`src/adc_seq_defines.vh`:
```
// constants for the acquisition sequencer: offsets, fields, resets, timing
`ifndef ADC_SEQ_DEFINES_VH
`define ADC_SEQ_DEFINES_VH

// timing, in system clock cycles
`define ACQ_CYCLES       20
`define CONV_CYCLES      40

// geometry
`define NUM_CH           4
`define RES_BITS         11
`define REG_ADDR_W       4
`define REG_DATA_W       12
`define FLAG_W           2

// register offsets
`define ADDR_CTRL        4'h0
`define ADDR_STATUS      4'h1
`define ADDR_INT_CLR     4'h2
`define ADDR_INT_EN      4'h3
`define ADDR_PWM_PERIOD  4'h4
`define ADDR_RES_BASE    2'b10

// system_control_register fields
`define CTRL_MODE_BIT    3
`define CTRL_CNT_LSB     4
`define CTRL_CNT_MSB     6
`define CTRL_IRQ_EN_BIT  7
`define CTRL_WMASK       12'h0f8
`define CTRL_RST         12'h020

// system_status_register fields
`define STAT_DONE_BIT    0
`define STAT_SYNC_BIT    1
`define STAT_BUSY_BIT    2
`define STAT_PEND_BIT    3

// reset values and group size limits
`define INT_EN_RST       2'h0
`define PWM_PERIOD_RST   12'h3e8
`define MIN_GROUP        3'h2
`define MAX_GROUP        3'h4

`endif

```
`src/adc_acquisition_sequencer.v`:
```
// four-channel simultaneous sample-and-hold conversion sequencer
//
// Notes on behaviour
// acquisition lasts 20 clocks, whatever the number of channels.
// every channel conversion takes 40 clocks, start to completion.
// all four channels go into hold together, then the group's channels convert one by one.
// group size comes from a control field and is never below two.
// a group starts only from the conversion start pin, never from writes.
// a one-cycle pwm cycle sync pulse marks every pwm period start.
// results are 11-bit twos complement, mid-scale reads as zero.
// the host holds conversion start high for at least one clock.
// an early start waits until 20 reacquisition clocks have passed.
// after reset only V and W convert; control bit 3 starts the group at U, sized by the count field.
// with control bit 7 set, completion flags status bit 0; status read clears.
// each channel keeps its result in its own register until overwritten.
`timescale 1ns/1ps
`include "adc_seq_defines.vh"
module adc_acquisition_sequencer (
    // clock and reset
    input  wire                     sys_clk_i,
    input  wire                     rst_i,
    // host pins
    input  wire                     conversion_start_i,
    output reg                      irq_o,
    output reg                      pwm_cycle_sync_o,
    // register port
    input  wire [`REG_ADDR_W-1:0]   addr_i,
    input  wire [`REG_DATA_W-1:0]   wdata_i,
    input  wire                     wr_i,
    input  wire                     rd_i,
    output reg  [`REG_DATA_W-1:0]   rdata_o,
    // converter core
    output reg                      sha_hold_o,
    output reg                      conv_start_o,
    output reg  [1:0]               conv_chan_o,
    input  wire [`RES_BITS-1:0]     conv_data_i
);
    localparam S_ACQ  = 2'd0;
    localparam S_WAIT = 2'd1;
    localparam S_CONV = 2'd2;

    localparam [5:0] ACQ_LAST  = `ACQ_CYCLES - 1;
    localparam [5:0] CONV_LAST = `CONV_CYCLES - 1;

    // channels in the group, clamped to two..four
    function [2:0] group_size;
        input [`REG_DATA_W-1:0] ctrl;
        reg   [2:0]             n;
        begin
            n = ctrl[`CTRL_CNT_MSB:`CTRL_CNT_LSB];
            if (!ctrl[`CTRL_MODE_BIT]) begin
                group_size = `MIN_GROUP;
            end else if (n < `MIN_GROUP) begin
                group_size = `MIN_GROUP;
            end else if (n > `MAX_GROUP) begin
                group_size = `MAX_GROUP;
            end else begin
                group_size = n;
            end
        end
    endfunction

    // first channel: V in the reset mode, U otherwise
    function [1:0] first_chan;
        input [`REG_DATA_W-1:0] ctrl;
        begin
            first_chan = ctrl[`CTRL_MODE_BIT] ? 2'd0 : 2'd1;
        end
    endfunction

    reg  [1:0]               state;
    reg  [5:0]               cnt;
    reg  [1:0]               last_ch;
    reg                      pend;
    reg                      store;
    reg  [`REG_DATA_W-1:0]   ctrl;
    reg  [`REG_DATA_W-1:0]   pwm_period;
    reg  [`FLAG_W-1:0]       status;
    reg  [`FLAG_W-1:0]       int_en;
    reg  [`FLAG_W-1:0]       next_status;
    reg  [`RES_BITS-1:0]     res_mem [0:`NUM_CH-1];
    reg  [`REG_DATA_W-1:0]   next_rdata;
    wire                     start_rise;
    wire                     pwm_pulse;
    wire                     group_done;
    wire [`RES_BITS-1:0]     twos_res;
    wire                     stat_rd;
    wire [2:0]               grp_size;
    wire [1:0]               grp_first;
    wire [1:0]               grp_last;
    wire                     conv_end;
    wire [`REG_DATA_W-1:0]   res_word;
    reg  [`REG_DATA_W-1:0]   status_word;

    sync_edge u_start_sync (
        .sys_clk_i (sys_clk_i),
        .rst_i     (rst_i),
        .async_i   (conversion_start_i),
        .level_o   (),
        .rise_o    (start_rise)
    );

    pwm_period_timer #(
        .W (`REG_DATA_W)
    ) u_pwm_timer (
        .sys_clk_i (sys_clk_i),
        .rst_i     (rst_i),
        .period_i  (pwm_period),
        .sync_o    (pwm_pulse)
    );

    // offset binary from the core: flip the msb for twos complement
    assign twos_res   = {~conv_data_i[`RES_BITS-1], conv_data_i[`RES_BITS-2:0]};
    assign stat_rd    = rd_i && (addr_i == `ADDR_STATUS);

    // group shape decoded once; a size of four wraps to zero in two bits, so last lands on aux
    assign grp_size   = group_size(ctrl);
    assign grp_first  = first_chan(ctrl);
    assign grp_last   = grp_first + grp_size[1:0] - 2'd1;
    assign conv_end   = (state == S_CONV) && (cnt == CONV_LAST);
    assign group_done = conv_end && (conv_chan_o == last_ch);

    // left justified, lsb reads zero
    assign res_word   = {res_mem[addr_i[1:0]], 1'b0};

    // live bits beside the sticky flags
    always @* begin
        status_word                 = {`REG_DATA_W{1'b0}};
        status_word[`FLAG_W-1:0]    = status;
        status_word[`STAT_BUSY_BIT] = (state == S_CONV);
        status_word[`STAT_PEND_BIT] = pend;
    end

    // a start is latched in any state and honoured once reacquired
    always @(posedge sys_clk_i) begin
        if (rst_i) begin
            pend <= 1'b0;
        end else if (start_rise) begin
            pend <= 1'b1;
        end else if (state == S_WAIT) begin
            pend <= 1'b0;
        end
    end

    // sequencer; reset enters acquisition so the first group also waits
    always @(posedge sys_clk_i) begin
        if (rst_i) begin
            state        <= S_ACQ;
            cnt          <= 6'd0;
            sha_hold_o   <= 1'b0;
            conv_start_o <= 1'b0;
            conv_chan_o  <= 2'd0;
            last_ch      <= 2'd0;
            store        <= 1'b0;
        end else begin
            conv_start_o <= 1'b0;
            store        <= 1'b0;
            case (state)
                S_ACQ: begin
                    if (cnt == ACQ_LAST) begin
                        cnt   <= 6'd0;
                        state <= S_WAIT;
                    end else begin
                        cnt <= cnt + 6'd1;
                    end
                end
                S_WAIT: begin
                    if (pend || start_rise) begin
                        // mode and size are frozen for the whole group
                        sha_hold_o   <= 1'b1;
                        conv_start_o <= 1'b1;
                        conv_chan_o  <= grp_first;
                        last_ch      <= grp_last;
                        cnt          <= 6'd0;
                        state        <= S_CONV;
                    end
                end
                S_CONV: begin
                    if (cnt == CONV_LAST) begin
                        store <= 1'b1;
                        cnt   <= 6'd0;
                        if (conv_chan_o == last_ch) begin
                            sha_hold_o <= 1'b0;
                            state      <= S_ACQ;
                        end else begin
                            conv_chan_o  <= conv_chan_o + 2'd1;
                            conv_start_o <= 1'b1;
                        end
                    end else begin
                        cnt <= cnt + 6'd1;
                    end
                end
                default: begin
                    state      <= S_ACQ;
                    cnt        <= 6'd0;
                    sha_hold_o <= 1'b0;
                end
            endcase
        end
    end

    // one result register per channel, written only by its own conversion
    genvar g;
    generate
        for (g = 0; g < `NUM_CH; g = g + 1) begin : g_res
            always @(posedge sys_clk_i) begin
                if (rst_i) begin
                    res_mem[g] <= {`RES_BITS{1'b0}};
                end else if (conv_end && conv_chan_o == g) begin
                    res_mem[g] <= twos_res;
                end
            end
        end
    endgenerate

    // writable registers; ctrl only shapes the group in the sequencer, so writes cannot start a group
    always @(posedge sys_clk_i) begin
        if (rst_i) begin
            ctrl <= `CTRL_RST;
        end else if (wr_i && addr_i == `ADDR_CTRL) begin
            ctrl <= wdata_i & `CTRL_WMASK;
        end
    end

    always @(posedge sys_clk_i) begin
        if (rst_i) begin
            int_en <= `INT_EN_RST;
        end else if (wr_i && addr_i == `ADDR_INT_EN) begin
            int_en <= wdata_i[`FLAG_W-1:0];
        end
    end

    // a larger period takes effect at the next reload; the timer restarts at once if the new period is at or below its count
    always @(posedge sys_clk_i) begin
        if (rst_i) begin
            pwm_period <= `PWM_PERIOD_RST;
        end else if (wr_i && addr_i == `ADDR_PWM_PERIOD) begin
            pwm_period <= wdata_i;
        end
    end

    // sticky flags: clear by status read or clear register, set wins
    always @* begin
        next_status = status;
        if (stat_rd) begin
            next_status = {`FLAG_W{1'b0}};
        end
        if (wr_i && addr_i == `ADDR_INT_CLR) begin
            next_status = next_status & ~wdata_i[`FLAG_W-1:0];
        end
        if (group_done && ctrl[`CTRL_IRQ_EN_BIT]) begin
            next_status[`STAT_DONE_BIT] = 1'b1;
        end
        if (pwm_pulse) begin
            next_status[`STAT_SYNC_BIT] = 1'b1;
        end
    end

    always @(posedge sys_clk_i) begin
        if (rst_i) begin
            status           <= {`FLAG_W{1'b0}};
            irq_o            <= 1'b0;
            pwm_cycle_sync_o <= 1'b0;
        end else begin
            status           <= next_status;
            irq_o            <= |(next_status & int_en);
            pwm_cycle_sync_o <= pwm_pulse;
        end
    end

    // read data stand only in the cycle after the strobe
    always @* begin
        next_rdata = {`REG_DATA_W{1'b0}};
        if (!rd_i) begin
            next_rdata = {`REG_DATA_W{1'b0}};
        end else if (addr_i == `ADDR_CTRL) begin
            next_rdata = ctrl;
        end else if (addr_i == `ADDR_STATUS) begin
            next_rdata = status_word;
        end else if (addr_i == `ADDR_INT_EN) begin
            next_rdata[`FLAG_W-1:0] = int_en;
        end else if (addr_i == `ADDR_PWM_PERIOD) begin
            next_rdata = pwm_period;
        end else if (addr_i[3:2] == `ADDR_RES_BASE) begin
            next_rdata = res_word;
        end
    end

    always @(posedge sys_clk_i) begin
        if (rst_i) begin
            rdata_o <= {`REG_DATA_W{1'b0}};
        end else begin
            rdata_o <= next_rdata;
        end
    end
endmodule

```
`src/pwm_period_timer.v`:
```
// pwm period counter giving a one-cycle pulse at each period start
`timescale 1ns/1ps
module pwm_period_timer #(
    parameter W = 12
) (
    // clock and reset
    input  wire         sys_clk_i,
    input  wire         rst_i,
    // period in system clocks, zero stops the timer
    input  wire [W-1:0] period_i,
    // one-cycle pulse
    output reg          sync_o
);
    reg [W-1:0] count;

    always @(posedge sys_clk_i) begin
        if (rst_i) begin
            count  <= {W{1'b0}};
            sync_o <= 1'b0;
        end else if (period_i == {W{1'b0}}) begin
            count  <= {W{1'b0}};
            sync_o <= 1'b0;
        end else if (count == {W{1'b0}} || count >= period_i) begin
            // shrinking the period restarts cleanly instead of wrapping
            count  <= period_i - {{(W-1){1'b0}}, 1'b1};
            sync_o <= 1'b1;
        end else begin
            count  <= count - {{(W-1){1'b0}}, 1'b1};
            sync_o <= 1'b0;
        end
    end
endmodule

```
`src/sync_edge.v`:
```
// two-flop synchroniser with rising-edge pulse
`timescale 1ns/1ps
module sync_edge (
    // clock and reset
    input  wire sys_clk_i,
    input  wire rst_i,
    // pin side
    input  wire async_i,
    // synchronised side
    output reg  level_o,
    output reg  rise_o
);
    reg meta;
    reg prev;

    always @(posedge sys_clk_i) begin
        if (rst_i) begin
            meta    <= 1'b0;
            level_o <= 1'b0;
            prev    <= 1'b0;
            rise_o  <= 1'b0;
        end else begin
            meta    <= async_i;
            level_o <= meta;
            prev    <= level_o;
            rise_o  <= level_o & ~prev;
        end
    end
endmodule

```
`config.mk`:
```
export PLATFORM = sky130hd
export DESIGN_NAME = adc_acquisition_sequencer
export DESIGN_NICKNAME = d
export VERILOG_FILES = /design/src/adc_acquisition_sequencer.v /design/src/pwm_period_timer.v /design/src/sync_edge.v
export VERILOG_INCLUDE_DIRS = /design/src
export SDC_FILE = /design/constraint.sdc
export NUM_CORES = 1
export LEC_CHECK = 0
export BUFFER_PORTS_ARGS = -buffer_cell sky130_fd_sc_hd__buf_2
export CORE_MARGIN = 2
export CORE_UTILIZATION = 50
export DETAILED_ROUTE_END_ITERATION = 6
export PLACE_DENSITY = 0.73
export SYNTH_ARGS = -nofsm -noshare
export SYNTH_HDL_FRONTEND = slang
export SYNTH_HIERARCHICAL = 1
export SYNTH_SLANG_ARGS = --single-unit
export TNS_END_PERCENT = 1
```
`constraint.sdc`:
```
create_clock -name sys_clk_i -period 5.7 [get_ports sys_clk_i]
set_input_delay 0.855 -clock sys_clk_i [delete_from_list [all_inputs] [get_ports sys_clk_i]]
set_output_delay 0.855 -clock sys_clk_i [all_outputs]
set_load 0.05 [all_outputs]
```
==> summary.txt <==
Routed WL per cell = 17.6 um
Final period util = 0.683
Top area cells in the synthesized netlist = dfxtp_1 24%, edfxtp_1 24%, and3_1 4.7%
Met1 Use GR = 0.287
Worst-skew pair later-pin latency = 380 ps
Tmin final = 3890 ps
Status = finished, final reports clean
Worst hold slack = 416 ps
Diode count = 0
ANT nets after route = 0
Layout cells sized above 1 = 0.176
Clock root buffer = clkbuf_8
Total number of vias = 4135
Max Buffers Root-to-Sink = 2
HPWL Detailed = 8.90 mm
Port bufs = 49
Distinct cells, synth = 64
Startpoint Class = register
Hold Fails Final Rpt = 0
# setup viols final = 0
Drt pass-1 iters = 5
Core Area = 10900 um2
Largest net degree at the start of global routing = 53
GR Util met2 = 0.350
Slew @ Worst Pin = 1060 ps
Max-cap violations = 0
Setup WS pre-CTS = 1850 ps
HP Class = register to register
YS warnings = 6
Drt drc = 0
Final worst slack = 1810 ps
Fill count = 942
Max Transition Viols Final = 0
Worst vdd ir = 0.161 mV
Main synth FF type = dfxtp_1
Syn_nets = 590
First-pass GRT wire length = 19.9 mm
WP data arrival = 4200 ps
H-Tree Depth = 3
Grt ovf = 0
Chip width = 110 um
Most frequent cell after synthesis = dfxtp_1
Rel. slew slack = 0.290
Design Power = 1.97 mW
Post-Route Skew = 18.2 ps
Clock Sinks = 111
Post_cts resized = 0
Die area = 12100 um2
Placer congestion estimate = 0.895
Endpoint type of the worst setup path = register
TritonCTS clock tree = done
Number of DRC markers in iteration 0 = 308
Nets = 621
Area Overhead vs Synth = 8.86%
Global-route met3 utilization = 0.0412
Share of synthesized registers carrying an async set or reset = 0
FP Rows = 38
Setup TNS = 0 ps
Synth top cells by count = 67 x dfxtp_1, 51 x nand2_1, 44 x edfxtp_1
FF+latch count, synth = 111
FMAX = 257 MHz
Routed vias/inst = 5.80
Critical Path RT = 6010 ps
Area leader, netlist = dfxtp_1
IO Count = 50
Sequential-to-total area share from yosys stat = 0.474
CP max FO = 23
Cells after Synth = 537
Vias in the first global route = 3956
GRT Max-Usage Layer = met2
Chip Height = 110 um
Final WL = 12.6 mm
RSZ-0062 raised after global routing = false
Setup Crit Path Kind = register to register
Initial Util = 0.516
Initial antenna violation count = 1
Leakage = 2.55 nW
Clock slew at the register clock pins of the worst setup and hold paths = 120 ps
Number of synthesized flops with an enable pin = 44
Synthesized area = 5620 um2
Power Dens Cells = 321 nW/um2
Aggregate global-route resource usage = 0.216
Area share of the largest cell type after synthesis = 0.239
Post-Syn Area per Cell = 10.5 um2
CTS Hold Bufs = 0
Setup Fix Bufs, Post-CTS = 0
Num CTS Buffers = 9
-- layer usage --
| layer | wire length (um) | share of wire | vias to the layer above |
|---|---|---|---|
| li1 | - | - | 2018 |
| met1 | 5670 | 0.45 | 1981 |
| met2 | 6040 | 0.48 | 113 |
| met3 | 596 | 0.047 | 23 |
| met4 | 254 | 0.020 | 0 |
| met5 | 0 | 0 | - |
-- cells by family after synthesis --
| kind of cell | share of synthesized area |
|---|---|
| AOI/OAI and AO/OA | 0.136 |
| xor gates and xnor gates | 0.0249 |
| adders and majority gates | 0.0467 |
| buffers and inverters | 0.0436 |
| DFF | 0.474 |
| muxes | 0.0670 |
| and+or+nand+nor | 0.208 |
-- final timing paths --
check | depth (start not counted) | slack, ps | start | end
worst min-delay path | 1 | 420 | u_start_sync/prev$_SDFF_PP0_ | u_start_sync/rise_o$_SDFF_PP0_
worst max register to register | 13 | 1810 | pwm_period[10]$_SDFFE_PP0P_ | u_pwm_timer/count[8]$_SDFF_PP0_
worst max-delay path | 13 | 1810 | pwm_period[10]$_SDFFE_PP0P_ | u_pwm_timer/count[8]$_SDFF_PP0_
worst min register to register | 1 | 420 | u_start_sync/prev$_SDFF_PP0_ | u_start_sync/rise_o$_SDFF_PP0_
-- flip-flops by register name, summed over array words and instances, names as in the netlist, 2 cells and up --
name / count
cnt: 6
conv_chan_o: 2
ctrl: 5
int_en: 2
last_ch: 2
pwm_period: 12
rdata_o: 12
res_mem: 44
state: 2
status: 2
u_pwm_timer/count: 12
-- placed cells by master (no fill, tap or decap), types with 8 or more instances in the layout --
cell and instances:
buf_2 49, mux4_2 10, and3_1 42, a22oi_1 11
mux2i_1 14, nor2_1 41, ha_1 21, xnor2_1 11
edfxtp_1 44, clkbuf_8 9, a211oi_2 9, nor3_1 14
a21oi_1 18, inv_1 29, nand3b_1 10, dfxtp_1 67
nor2b_1 8, nand2_1 51, o21ai_0 13
-- through the flow --
stage                     instances  utilization  instance area, um2
final                           713        0.562                6120
after global placement          697        0.544                5920
after CTS                       713        0.562                6120
after floorplan                 537            -                5620
after detailed placement        697        0.544                5920
after global routing            713        0.562                6120
-- worst max-delay path, stage by stage, from the launching register on --
cell,delay [ps]
dfxtp_1,460
inv_1,110
ha_1,350
a41o_1,220
a21oi_1,210
o41ai_4,150
nor3_4,830
mux2i_1,320
ha_1,360
inv_1,120
nor3_1,240
xnor2_1,150
nor2_1,70
a211oi_2,240
-- layout make-up --
| class | count | area (um2) | share of cell area |
|---|---|---|---|
| Multi-Input combinational cell | 367 | 2720 | 0.444 |
| Inverter | 29 | 109 | 0.0178 |
| Clock inverter | 6 | 72.6 | 0.0119 |
| Tap cell | 140 | 175 | 0.0286 |
| Timing Repair Buffer | 50 | 253 | 0.0413 |
| Clock buffer | 10 | 128 | 0.0209 |
| Sequential cell | 111 | 2660 | 0.435 |
-- power breakdown --
group	switching [mW]	leakage, nW	internal [mW]
clock	0.282	0.0997	0.211
combinational	0.297	1.45	0.213
sequential	0.0752	1.00	0.889
total	0.654	2.55	1.31
Power figures use the tool's default switching activity.
